$ cat src/pkg/dsr_pkg.sv
package dsr_pkg;
	// Register offsets of the readback bank
	localparam logic [2:0] OFS_CHANNEL_ON = 3'h0;
	localparam logic [2:0] OFS_OC_MASK = 3'h1;
	localparam logic [2:0] OFS_OPEN_MASK = 3'h2;
	localparam logic [2:0] OFS_CONFIG = 3'h3;
	localparam logic [2:0] OFS_STATUS = 3'h4;
	localparam logic [2:0] OFS_OPEN_FLAGS = 3'h5;
	// Configuration field positions
	localparam int CFG_FRAME_CHECK = 3;
	localparam int CFG_RETRY = 4;
	localparam int CFG_PAIRING = 5;
	localparam int CFG_LONG_DEGLITCH = 6;
	localparam int CFG_FORCE_FAULT = 7;
	localparam logic [7:0] CFG_RSVD_MASK = 8'hF8;
	// Status field positions
	localparam int ST_POWER_ON = 0;
	localparam int ST_LOCK = 1;
	localparam int ST_THERMAL = 2;
	localparam int ST_ANY_OC = 4;
	localparam int ST_ANY_OPEN = 5;
	localparam int ST_FRAME_ERR = 6;
	localparam int ST_FAULT = 7;
	// Reset values
	localparam logic [7:0] RST_BYTE = 8'h00;
	localparam logic RST_POWER_ON = 1'b1;
	localparam logic RST_FAULT = 1'b1;
	// Timing in nanoseconds; clock period 4 ns
	localparam int CLK_PERIOD_NS = 4;
	localparam int RETRY_NS = 100000000;
	localparam int DEGLITCH_SHORT_NS = 3500;
	localparam int DEGLITCH_LONG_NS = 10000;
	localparam int RETRY_CYC = RETRY_NS / CLK_PERIOD_NS;
	localparam int DGL_SHORT_CYC =
		(DEGLITCH_SHORT_NS + CLK_PERIOD_NS - 1) / CLK_PERIOD_NS;
	localparam int DGL_LONG_CYC =
		(DEGLITCH_LONG_NS + CLK_PERIOD_NS - 1) / CLK_PERIOD_NS;
	// Write-side values as seen by the bank
	typedef struct packed {
		logic [7:0] channel_on_bit;
		logic [7:0] overcurrent_mask_bit;
		logic [7:0] open_mask_bit;
		logic [7:0] config_bits;
	} dsr_ctrl_t;
	// Clear commands from the frame decoder
	typedef struct packed {
		logic clear_all_faults_cmd;
		logic clear_thermal_cmd;
		logic clear_power_on_cmd;
	} dsr_cmd_t;
endpackage : dsr_pkg

$ cat src/logic/dsr_bank.sv
// Behaviour
// - Overtemperature sets flag, forces all channels off
// - Outputs resume commanded state once cooled
// - Thermal flag held until clear commands
// - Offset 0 reads channel on bits
// - Offset 1 reads over-current mask bits
// - Offset 2 reads open-load mask bits
// - Config bit 3 frame check, 2:0 zero
// - Config bit 4 over-current retry after 100ms
// - Config bit 5 pairs pulse inputs
// - Config bit 6 picks 3.5us or 10us deglitch
// - Config bit 7 forces fault output low
// - Status bit 0 power-on, resets to one
// - Status bit 1 shows write lock
// - Status bit 2 thermal, bit 3 zero
// - Status bit 4 ORs over-current flags
// - Status bit 5 ORs open flags
// - Status bit 6 frame check failure
// - Status bit 7 summary fault, resets one
// - Offset 5 per-channel open flags
// - Live faults pull fault output low, frame error only with frame check
`timescale 1ns/1ps
`default_nettype none
module dsr_bank
	import dsr_pkg::*;
#(
	parameter int RETRY_CYCLES = RETRY_CYC
)
(
	input wire logic CLK_I,
	input wire logic RESETN_I,
	input wire dsr_ctrl_t CTRL_I,
	input wire dsr_cmd_t CMD_I,
	input wire logic WRITE_LOCK_I,
	input wire logic FRAME_ERROR_I,
	input wire logic [2:0] RD_ADDR_I,
	input wire logic RD_EN_I,
	input wire logic OVER_TEMP_I,
	input wire logic [7:0] OVERCURRENT_I,
	input wire logic [7:0] OPEN_DETECT_I,
	input wire logic [3:0] PULSE_INPUT_N_I,
	output logic [7:0] RD_DATA_O,
	output logic [7:0] CHANNEL_DRIVE_O,
	output logic FAULT_ALARM_OUT_N_O,
	output logic FAULT_ALARM_OE_O
);

	////////////////////////////////////////////////////////////////////////
	logic [1:0] sync_temp;
	logic [7:0] sync_oc [2];
	logic [7:0] sync_open [2];
	logic [3:0] sync_pulse [2];
	logic thermal_shutdown_indicator;
	logic power_on;
	logic fault_latched;
	logic [7:0] oc_flag;
	logic [7:0] channel_open_indicator;
	logic [11:0] oc_count [8];
	logic [25:0] retry_count;
	logic retry_tick;
	logic [7:0] cfg;
	logic any_overcurrent_indicator;
	logic any_open;
	logic fault_now;
	logic [7:0] next_drive;
	logic [7:0] pulse_map;
	logic [11:0] deglitch_len;
	logic [7:0] rd_byte;

	assign cfg = CTRL_I.config_bits & CFG_RSVD_MASK;

	// Two-stage synchronisers for analog and pin inputs
	always_ff @(posedge CLK_I or negedge RESETN_I)
	begin
		if (!RESETN_I)
		begin
			sync_temp <= 2'h0;
			sync_oc[0] <= RST_BYTE;
			sync_oc[1] <= RST_BYTE;
			sync_open[0] <= RST_BYTE;
			sync_open[1] <= RST_BYTE;
			sync_pulse[0] <= 4'hF;
			sync_pulse[1] <= 4'hF;
		end
		else
		begin
			sync_temp <= {sync_temp[0], OVER_TEMP_I};
			sync_oc[0] <= OVERCURRENT_I;
			sync_oc[1] <= sync_oc[0];
			sync_open[0] <= OPEN_DETECT_I;
			sync_open[1] <= sync_open[0];
			sync_pulse[0] <= PULSE_INPUT_N_I;
			sync_pulse[1] <= sync_pulse[0];
		end
	end

	////////////////////////////////////////////////////////////////////////
	// Thermal flag: set wins over clear
	always_ff @(posedge CLK_I or negedge RESETN_I)
	begin
		if (!RESETN_I)
			thermal_shutdown_indicator <= 1'b0;
		else if (sync_temp[1])
			thermal_shutdown_indicator <= 1'b1;
		else if (CMD_I.clear_all_faults_cmd || CMD_I.clear_thermal_cmd)
			thermal_shutdown_indicator <= 1'b0;
	end

	// Power-on indicator, cleared by its command
	always_ff @(posedge CLK_I or negedge RESETN_I)
	begin
		if (!RESETN_I)
			power_on <= RST_POWER_ON;
		else if (CMD_I.clear_power_on_cmd || CMD_I.clear_all_faults_cmd)
			power_on <= 1'b0;
	end

	////////////////////////////////////////////////////////////////////////
	// Shared retry timer, one tick per period
	always_ff @(posedge CLK_I or negedge RESETN_I)
	begin
		if (!RESETN_I)
		begin
			retry_count <= 26'h0;
			retry_tick <= 1'b0;
		end
		else if (retry_count >= 26'(RETRY_CYCLES - 1))
		begin
			retry_count <= 26'h0;
			retry_tick <= 1'b1;
		end
		else
		begin
			retry_count <= retry_count + 26'h1;
			retry_tick <= 1'b0;
		end
	end

	assign deglitch_len = cfg[CFG_LONG_DEGLITCH] ?
		12'(DGL_LONG_CYC) : 12'(DGL_SHORT_CYC);

	// Over-current deglitch counters and latched flags
	always_ff @(posedge CLK_I or negedge RESETN_I)
	begin
		if (!RESETN_I)
		begin
			oc_flag <= RST_BYTE;
			for (int i = 0; i < 8; i++)
				oc_count[i] <= 12'h0;
		end
		else
		begin
			for (int i = 0; i < 8; i++)
			begin
				if (sync_oc[1][i] && CHANNEL_DRIVE_O[i]
					&& !CTRL_I.overcurrent_mask_bit[i])
				begin
					if (oc_count[i] >= deglitch_len - 12'h1)
						oc_flag[i] <= 1'b1;
					else
						oc_count[i] <= oc_count[i] + 12'h1;
				end
				else
				begin
					oc_count[i] <= 12'h0;
					if (CTRL_I.overcurrent_mask_bit[i]
						|| CMD_I.clear_all_faults_cmd)
						oc_flag[i] <= 1'b0;
					else if (cfg[CFG_RETRY] && retry_tick)
						oc_flag[i] <= 1'b0;
				end
			end
		end
	end

	////////////////////////////////////////////////////////////////////////
	// Open-load flags latch detection on an off channel unless masked
	always_ff @(posedge CLK_I or negedge RESETN_I)
	begin
		if (!RESETN_I)
			channel_open_indicator <= RST_BYTE;
		else
		begin
			for (int i = 0; i < 8; i++)
			begin
				if (CTRL_I.open_mask_bit[i])
					channel_open_indicator[i] <= 1'b0;
				else if (sync_open[1][i] && !CHANNEL_DRIVE_O[i])
					channel_open_indicator[i] <= 1'b1;
				else if (CMD_I.clear_all_faults_cmd)
					channel_open_indicator[i] <= 1'b0;
			end
		end
	end

	assign any_overcurrent_indicator = |oc_flag;
	assign any_open = |channel_open_indicator;
	assign fault_now = any_overcurrent_indicator | any_open
		| thermal_shutdown_indicator
		| (FRAME_ERROR_I & cfg[CFG_FRAME_CHECK]);

	// Summary fault memory; surviving causes show at read
	always_ff @(posedge CLK_I or negedge RESETN_I)
	begin
		if (!RESETN_I)
			fault_latched <= RST_FAULT;
		else if (CMD_I.clear_all_faults_cmd)
			fault_latched <= 1'b0;
		else if (fault_now)
			fault_latched <= 1'b1;
	end

	////////////////////////////////////////////////////////////////////////
	// Pulse input mapping, inputs active low
	always_comb
	begin
		pulse_map = RST_BYTE;
		for (int i = 0; i < 8; i++)
		begin
			if (cfg[CFG_PAIRING])
				pulse_map[i] = !sync_pulse[1][i / 2];
			else if (i < 4)
				pulse_map[i] = !sync_pulse[1][i];
		end
	end

	// Drive: commanded or pulsed, off under over-current or heat
	always_comb
	begin
		next_drive = (CTRL_I.channel_on_bit | pulse_map) & ~oc_flag;
		if (thermal_shutdown_indicator && sync_temp[1])
			next_drive = RST_BYTE;
		else if (sync_temp[1])
			next_drive = RST_BYTE;
		// Cooled die releases the outputs by itself
	end

	always_ff @(posedge CLK_I or negedge RESETN_I)
	begin
		if (!RESETN_I)
			CHANNEL_DRIVE_O <= RST_BYTE;
		else
			CHANNEL_DRIVE_O <= next_drive;
	end

	// Open-drain alarm: low on fault or forced
	always_ff @(posedge CLK_I or negedge RESETN_I)
	begin
		if (!RESETN_I)
		begin
			FAULT_ALARM_OUT_N_O <= 1'b0;
			FAULT_ALARM_OE_O <= 1'b0;
		end
		else
		begin
			FAULT_ALARM_OUT_N_O <= 1'b0;
			FAULT_ALARM_OE_O <= fault_now || cfg[CFG_FORCE_FAULT];
		end
	end

	////////////////////////////////////////////////////////////////////////
	// Read decode; there is no write path into this bank
	always_comb
	begin
		rd_byte = RST_BYTE;
		if (RD_ADDR_I == OFS_CHANNEL_ON)
			rd_byte = CTRL_I.channel_on_bit;
		else if (RD_ADDR_I == OFS_OC_MASK)
			rd_byte = CTRL_I.overcurrent_mask_bit;
		else if (RD_ADDR_I == OFS_OPEN_MASK)
			rd_byte = CTRL_I.open_mask_bit;
		else if (RD_ADDR_I == OFS_CONFIG)
			rd_byte = cfg;
		else if (RD_ADDR_I == OFS_STATUS)
		begin
			rd_byte[ST_POWER_ON] = power_on;
			rd_byte[ST_LOCK] = WRITE_LOCK_I;
			rd_byte[ST_THERMAL] = thermal_shutdown_indicator;
			rd_byte[ST_ANY_OC] = any_overcurrent_indicator;
			rd_byte[ST_ANY_OPEN] = any_open;
			rd_byte[ST_FRAME_ERR] = FRAME_ERROR_I;
			rd_byte[ST_FAULT] = fault_latched | fault_now;
		end
		else if (RD_ADDR_I == OFS_OPEN_FLAGS)
			rd_byte = channel_open_indicator;
	end

	// Read data register, holds between reads
	always_ff @(posedge CLK_I or negedge RESETN_I)
	begin
		if (!RESETN_I)
			RD_DATA_O <= RST_BYTE;
		else if (RD_EN_I)
			RD_DATA_O <= rd_byte;
	end

endmodule : dsr_bank
`default_nettype wire

$ cat config.mk
export PLATFORM = sky130hd
export DESIGN_NAME = dsr_bank
export DESIGN_NICKNAME = d
export VERILOG_FILES = /design/src/pkg/dsr_pkg.sv /design/src/logic/dsr_bank.sv
export SDC_FILE = /design/constraint.sdc
export NUM_CORES = 1
export LEC_CHECK = 0
export BUFFER_PORTS_ARGS = -buffer_cell sky130_fd_sc_hd__buf_2
export CAP_MARGIN = 20
export CORE_MARGIN = 2
export CORE_UTILIZATION = 54
export CTS_CLUSTER_SIZE = 28
export DETAILED_ROUTE_END_ITERATION = 10
export GPL_TIMING_DRIVEN = 0
export PLACE_DENSITY = 0.74
export SLEW_MARGIN = 15
export SYNTH_ARGS = -nofsm -noshare
export SYNTH_HDL_FRONTEND = slang
export SYNTH_SLANG_ARGS = --single-unit
$ cat constraint.sdc
create_clock -name CLK_I -period 2.2 [get_ports CLK_I]
set_input_delay 0.33 -clock CLK_I [delete_from_list [all_inputs] [get_ports CLK_I]]
set_output_delay 0.33 -clock CLK_I [all_outputs]
set_load 0.005 [all_outputs]
==> results.md <==
- The count of buffers added on input and output ports is 73.
- The total via count in the routed design is roughly 8.2k.
- Static timing analysis puts the maximum clock frequency at roughly 440 MHz.
- The tightest hold path in the finished design has a slack of roughly 7 ps.
- The sum of net half-perimeters after detailed placement is 15980 um.
- The netlist area before placement is 10110 sq um.
- Leaving out fill and tap cells, the most frequent cells in the layout are sky130_fd_sc_hd__dfrtp_1, sky130_fd_sc_hd__nor2_1, sky130_fd_sc_hd__buf_2.
- Subtracting the final worst setup slack from the clock period gives approximately 2300 ps.
- STA puts the critical path data arrival time at 2700 ps.
- After synthesis, the largest family of logic cells by area is simple AND/OR/NAND/NOR gates.
- The standard cell core area is 18520 sq um.
- The commonest non-fill, non-tap cell in the layout is sky130_fd_sc_hd__dfrtp_1.
- The first TritonRoute pass finished after 5 iterations.
- The overall fraction of global-route tracks in use is between 20% and 30%.
- The sequential cell area fraction in the yosys report is around half.
- The top cell type by area accounts for between 40% and 50% of the synthesized area.
- The latest clock arrival within the worst-skew pair is 520 ps.
- The final hold violation count was 0.
- The number of H-tree levels is 1.
- Across the routed clock network, the largest skew measured is 11.72 ps.
- In the post-synthesis netlist, the biggest area contributors are sky130_fd_sc_hd__dfrtp_1, sky130_fd_sc_hd__ha_1, sky130_fd_sc_hd__nor2_1, sky130_fd_sc_hd__xor2_1, sky130_fd_sc_hd__a21oi_1.
- The overflow left after global routing is 0.
- During synthesis, Yosys emitted a total of 0 warnings.
- The global-route wire length before repair is 39230 um.
- The path class of the tightest hold or removal check is input port to register.
- Across all setup checks in the final design, the least slack found is -69.48 ps.
- The critical path in this run is classified as register to register.
- The TritonCTS buffer count is 23.
- The cell count after synthesis is ~1000.
- The dominant synthesized flop cell is sky130_fd_sc_hd__dfrtp_1.
- After Yosys synthesis, XOR and XNOR cells account for between 6 and 7% of the synthesized area.
- In this run the deepest clock path goes through 3 buffers.
- Summing the areas of all and, or, nand and nor instances in the mapped netlist gives 20.17% of the synthesized area.
- Pin placement for this block handled 82 I/O pins.
- STA classifies the critical path endpoint as a register.
- The CTS tree is yes.
- From synthesis to final layout, the design area changed by 22.67%.
- After detailed routing, the average wire length per cell comes to roughly 17 um.
- In this run the tightest slew margin relative to its limit is a little over half.
- Using the TritonRoute via totals, the vias-per-cell ratio works out to ~6.
- Of all nets on the critical path, the largest fanout is 6.
- The antenna cell count is 0.
- The cell sitting at the root of the clock tree is a sky130_fd_sc_hd__clkbuf_16.
- The horizontal die dimension is 140.8 um.
- After clock tree synthesis, the clock-pin slew on the worst setup and hold paths is 60 ps.
- The detail route stage leaves a number of antenna-violating nets equal to 0.
- The worst-case IR drop observed on VDD is 0.6622 mV.
- The number of flops mapped to enable cells by yosys is 0.
- From bottom edge to top edge, the die measures between 100 and 150 um.
- For this design the ratio of total power to cell area is 672.0 nW/um^2.
- The run finished, with violations left.
- The adder and majority cell fraction of the synthesized area is about 7.1%.
- Setup repair after global routing could not meet its margin everywhere.
- STA classifies the critical path startpoint as a register.
- The checks that failed: negative setup slack.
- The starting utilization of the core area is a little over half.
- For flop-to-flop paths, the worst setup slack is -70 ps.
- The pin count of the biggest net entering global routing is between 100 and 150.
- The die area is a little under 20000 sq um.
- The post-synthesis average cell area is around 10 sq um.
- The number of antenna violations at the first check in global routing is 1.
- Measured against the total synthesized area, the mux share comes to ~2.4%.
- The layout has between 1k and 1.5k filler cells.
- After detailed routing, the number of remaining DRC violations is 0.
- Summed over all instances, the cell type with the most area after synthesis is sky130_fd_sc_hd__dfrtp_1.
- The worst reg2reg path depth is 7.
- After layout, the design draws a total of 8.334 mW.
- In the synthesized netlist the async set-or-reset flop fraction comes to 100.0%.
- The max-capacitance violation count is 0.
- Cells with a size suffix above 1 make up 19.10% of the layout.
- The synthesized flop and latch total is approximately 200.
- The final layout contains routed wiring with a total length of between 20000 and 25000 um.
- After the first detailed-routing iteration, the DRC count stood at around 510.
- The worst-margin pin slew is 693.6 ps.
- For the worst setup path, the data required time is roughly 2600 ps.
- Routability-driven placement finished with a final weighted congestion of between 0.8 and 0.9.
- The compound-cell area share of the yosys netlist is 12.46%.
- The number of library cell types mapped by synthesis is 58.
- The row count is 50.
- The critical hold path startpoint is CTRL_I[13].
- The startpoint identified for the worst register-to-register timing path is oc_count[15].
- The worst reg2reg path endpoint is oc_count[21].
- The clock sink count is approximately 200.
- The leakage power of the design is approximately 5.5 nW.
- The number of cells on the worst hold path is 2.
- The via count of the first global-routing pass is 7928.
- The final count of negative-setup-slack endpoints is 12.
- The total count of max-transition violations in the final report is 0.
- For hold timing, the worst endpoint is channel_open_indicator[5].
- The total number of nets in the final design is 1283.
- The final critical path takes up 103.2% of the cycle.
cells in the mapped netlist, types with 6 or more instances:
master                       n
sky130_fd_sc_hd__dfrtp_1   191
sky130_fd_sc_hd__nor2_1    123
sky130_fd_sc_hd__a21oi_1    66
sky130_fd_sc_hd__nand2_1    61
sky130_fd_sc_hd__ha_1       57
sky130_fd_sc_hd__o21ai_0    53
sky130_fd_sc_hd__xor2_1     52
sky130_fd_sc_hd__nand3_1    41
sky130_fd_sc_hd__and3_1     37
sky130_fd_sc_hd__nand4_1    30
sky130_fd_sc_hd__or3_1      30
sky130_fd_sc_hd__inv_1      23
sky130_fd_sc_hd__nand2b_1   23
sky130_fd_sc_hd__clkbuf_1   20
sky130_fd_sc_hd__xnor2_1    20
sky130_fd_sc_hd__mux2i_1    17
sky130_fd_sc_hd__nor3_1     12
sky130_fd_sc_hd__or4_1      11
sky130_fd_sc_hd__dfstp_2    10
sky130_fd_sc_hd__a211oi_1    9
sky130_fd_sc_hd__o211ai_1    9
sky130_fd_sc_hd__nor4_1      8
sky130_fd_sc_hd__o21ai_1     7
sky130_fd_sc_hd__or2_2       7
sky130_fd_sc_hd__a211o_1     6
routing by layer:
metal	global-route usage, %	share of wire (%)	vias to the layer above	wire (um)
li1	-	-	3916	-
met1	33.80	44	4029	10790
met2	40.00	48	240	11670
met3	3.465	5.1	57	1246
met4	8.368	3.0	0	744
met5	0	0	-	0
sequential cells by signal (all words and copies together) (netlist names), 2 cells and up:
name	count
sync_open	16
oc_count	96
retry_count	26
channel_open_indicator	8
RD_DATA_O	8
oc_flag	8
sync_temp	2
sync_oc	16
sync_pulse	8
CHANNEL_DRIVE_O	8
power by group:
group | switching [mW] | internal (mW)
registers | 0.0989 | 3.83
logic | 0.356 | 0.256
clock network | 1.52 | 2.28
total | 1.97 | 6.36
critical path, stage by stage, from the launching register on:
cell	delay, ps
sky130_fd_sc_hd__dfrtp_1	410
sky130_fd_sc_hd__ha_1	200
sky130_fd_sc_hd__or4_1	540
sky130_fd_sc_hd__a21oi_2	150
sky130_fd_sc_hd__o211a_4	230
sky130_fd_sc_hd__o2111ai_4	170
sky130_fd_sc_hd__or3_1	340
sky130_fd_sc_hd__a21oi_1	140
timing repair:
| action | 4_1_cts | 5_1_grt |
|---|---|---|
| gates resized for setup | 26 | 40 |
| buffers inserted | 19 | 16 |
| gates cloned | 0 | 1 |
| setup endpoints to repair | 104 | 67 |
| hold buffers | 28 | 0 |
| pin swaps | 14 | 41 |
| hold endpoints to repair | 118 | 0 |
final cells by class:
cell class	count	area [sq um]	area share (%)
Sequential cell	201	5045	40.68
Multi-Input combinational cell	752	5147	41.51
Inverter	23	90.09	0.7264
Timing Repair Buffer	137	972.2	7.839
Clock buffer	37	698.2	5.630
Tap cell	234	292.8	2.361
Buffer	24	107.6	0.8676
Clock inverter	4	48.80	0.3935
cell families (layout without fill, tap and decap cells):
logic type               count (synthesis)  after routing
flip-flops                             201            201
AND/OR/NAND/NOR                        404            404
buffers and inverters                   47            225
AO/OA/AOI/OAI                          196            197
other                                    1              2
XOR/XNOR                                72             72
multiplexers                            20             20
adder cells (fa/ha/maj)                 57             57
through the flow:
stage	TNS (ps)	instances	area [sq um]	utilization, %	setup slack (ps)
floorplan	-109.2	999	10120	-	-25.14
global placement	-636180	1306	10780	58.21	-2536
detailed placement	-146380	1307	10820	58.41	-1735
CTS	-265.8	1395	12100	65.35	-61.12
global route	-2376	1412	12400	66.97	-159.5
finish	-318.8	1412	12400	66.97	-69.48
how the worst max path moves through the flow:
stage                     slack [ps]          from  cells after the start      endpoint
after floorplan                  -30     CTRL_I[6]                      8  oc_count[95]
after global placement         -2540      RESETN_I                      1  sync_open[8]
after detailed placement       -1730     CTRL_I[6]                      9  oc_count[82]
after CTS                        -60  oc_count[15]                      7  oc_count[21]
after global routing            -160  oc_count[17]                      7  oc_count[21]
final                            -70  oc_count[15]                      7  oc_count[21]
Note: power is estimated with default switching activity, not from simulation.
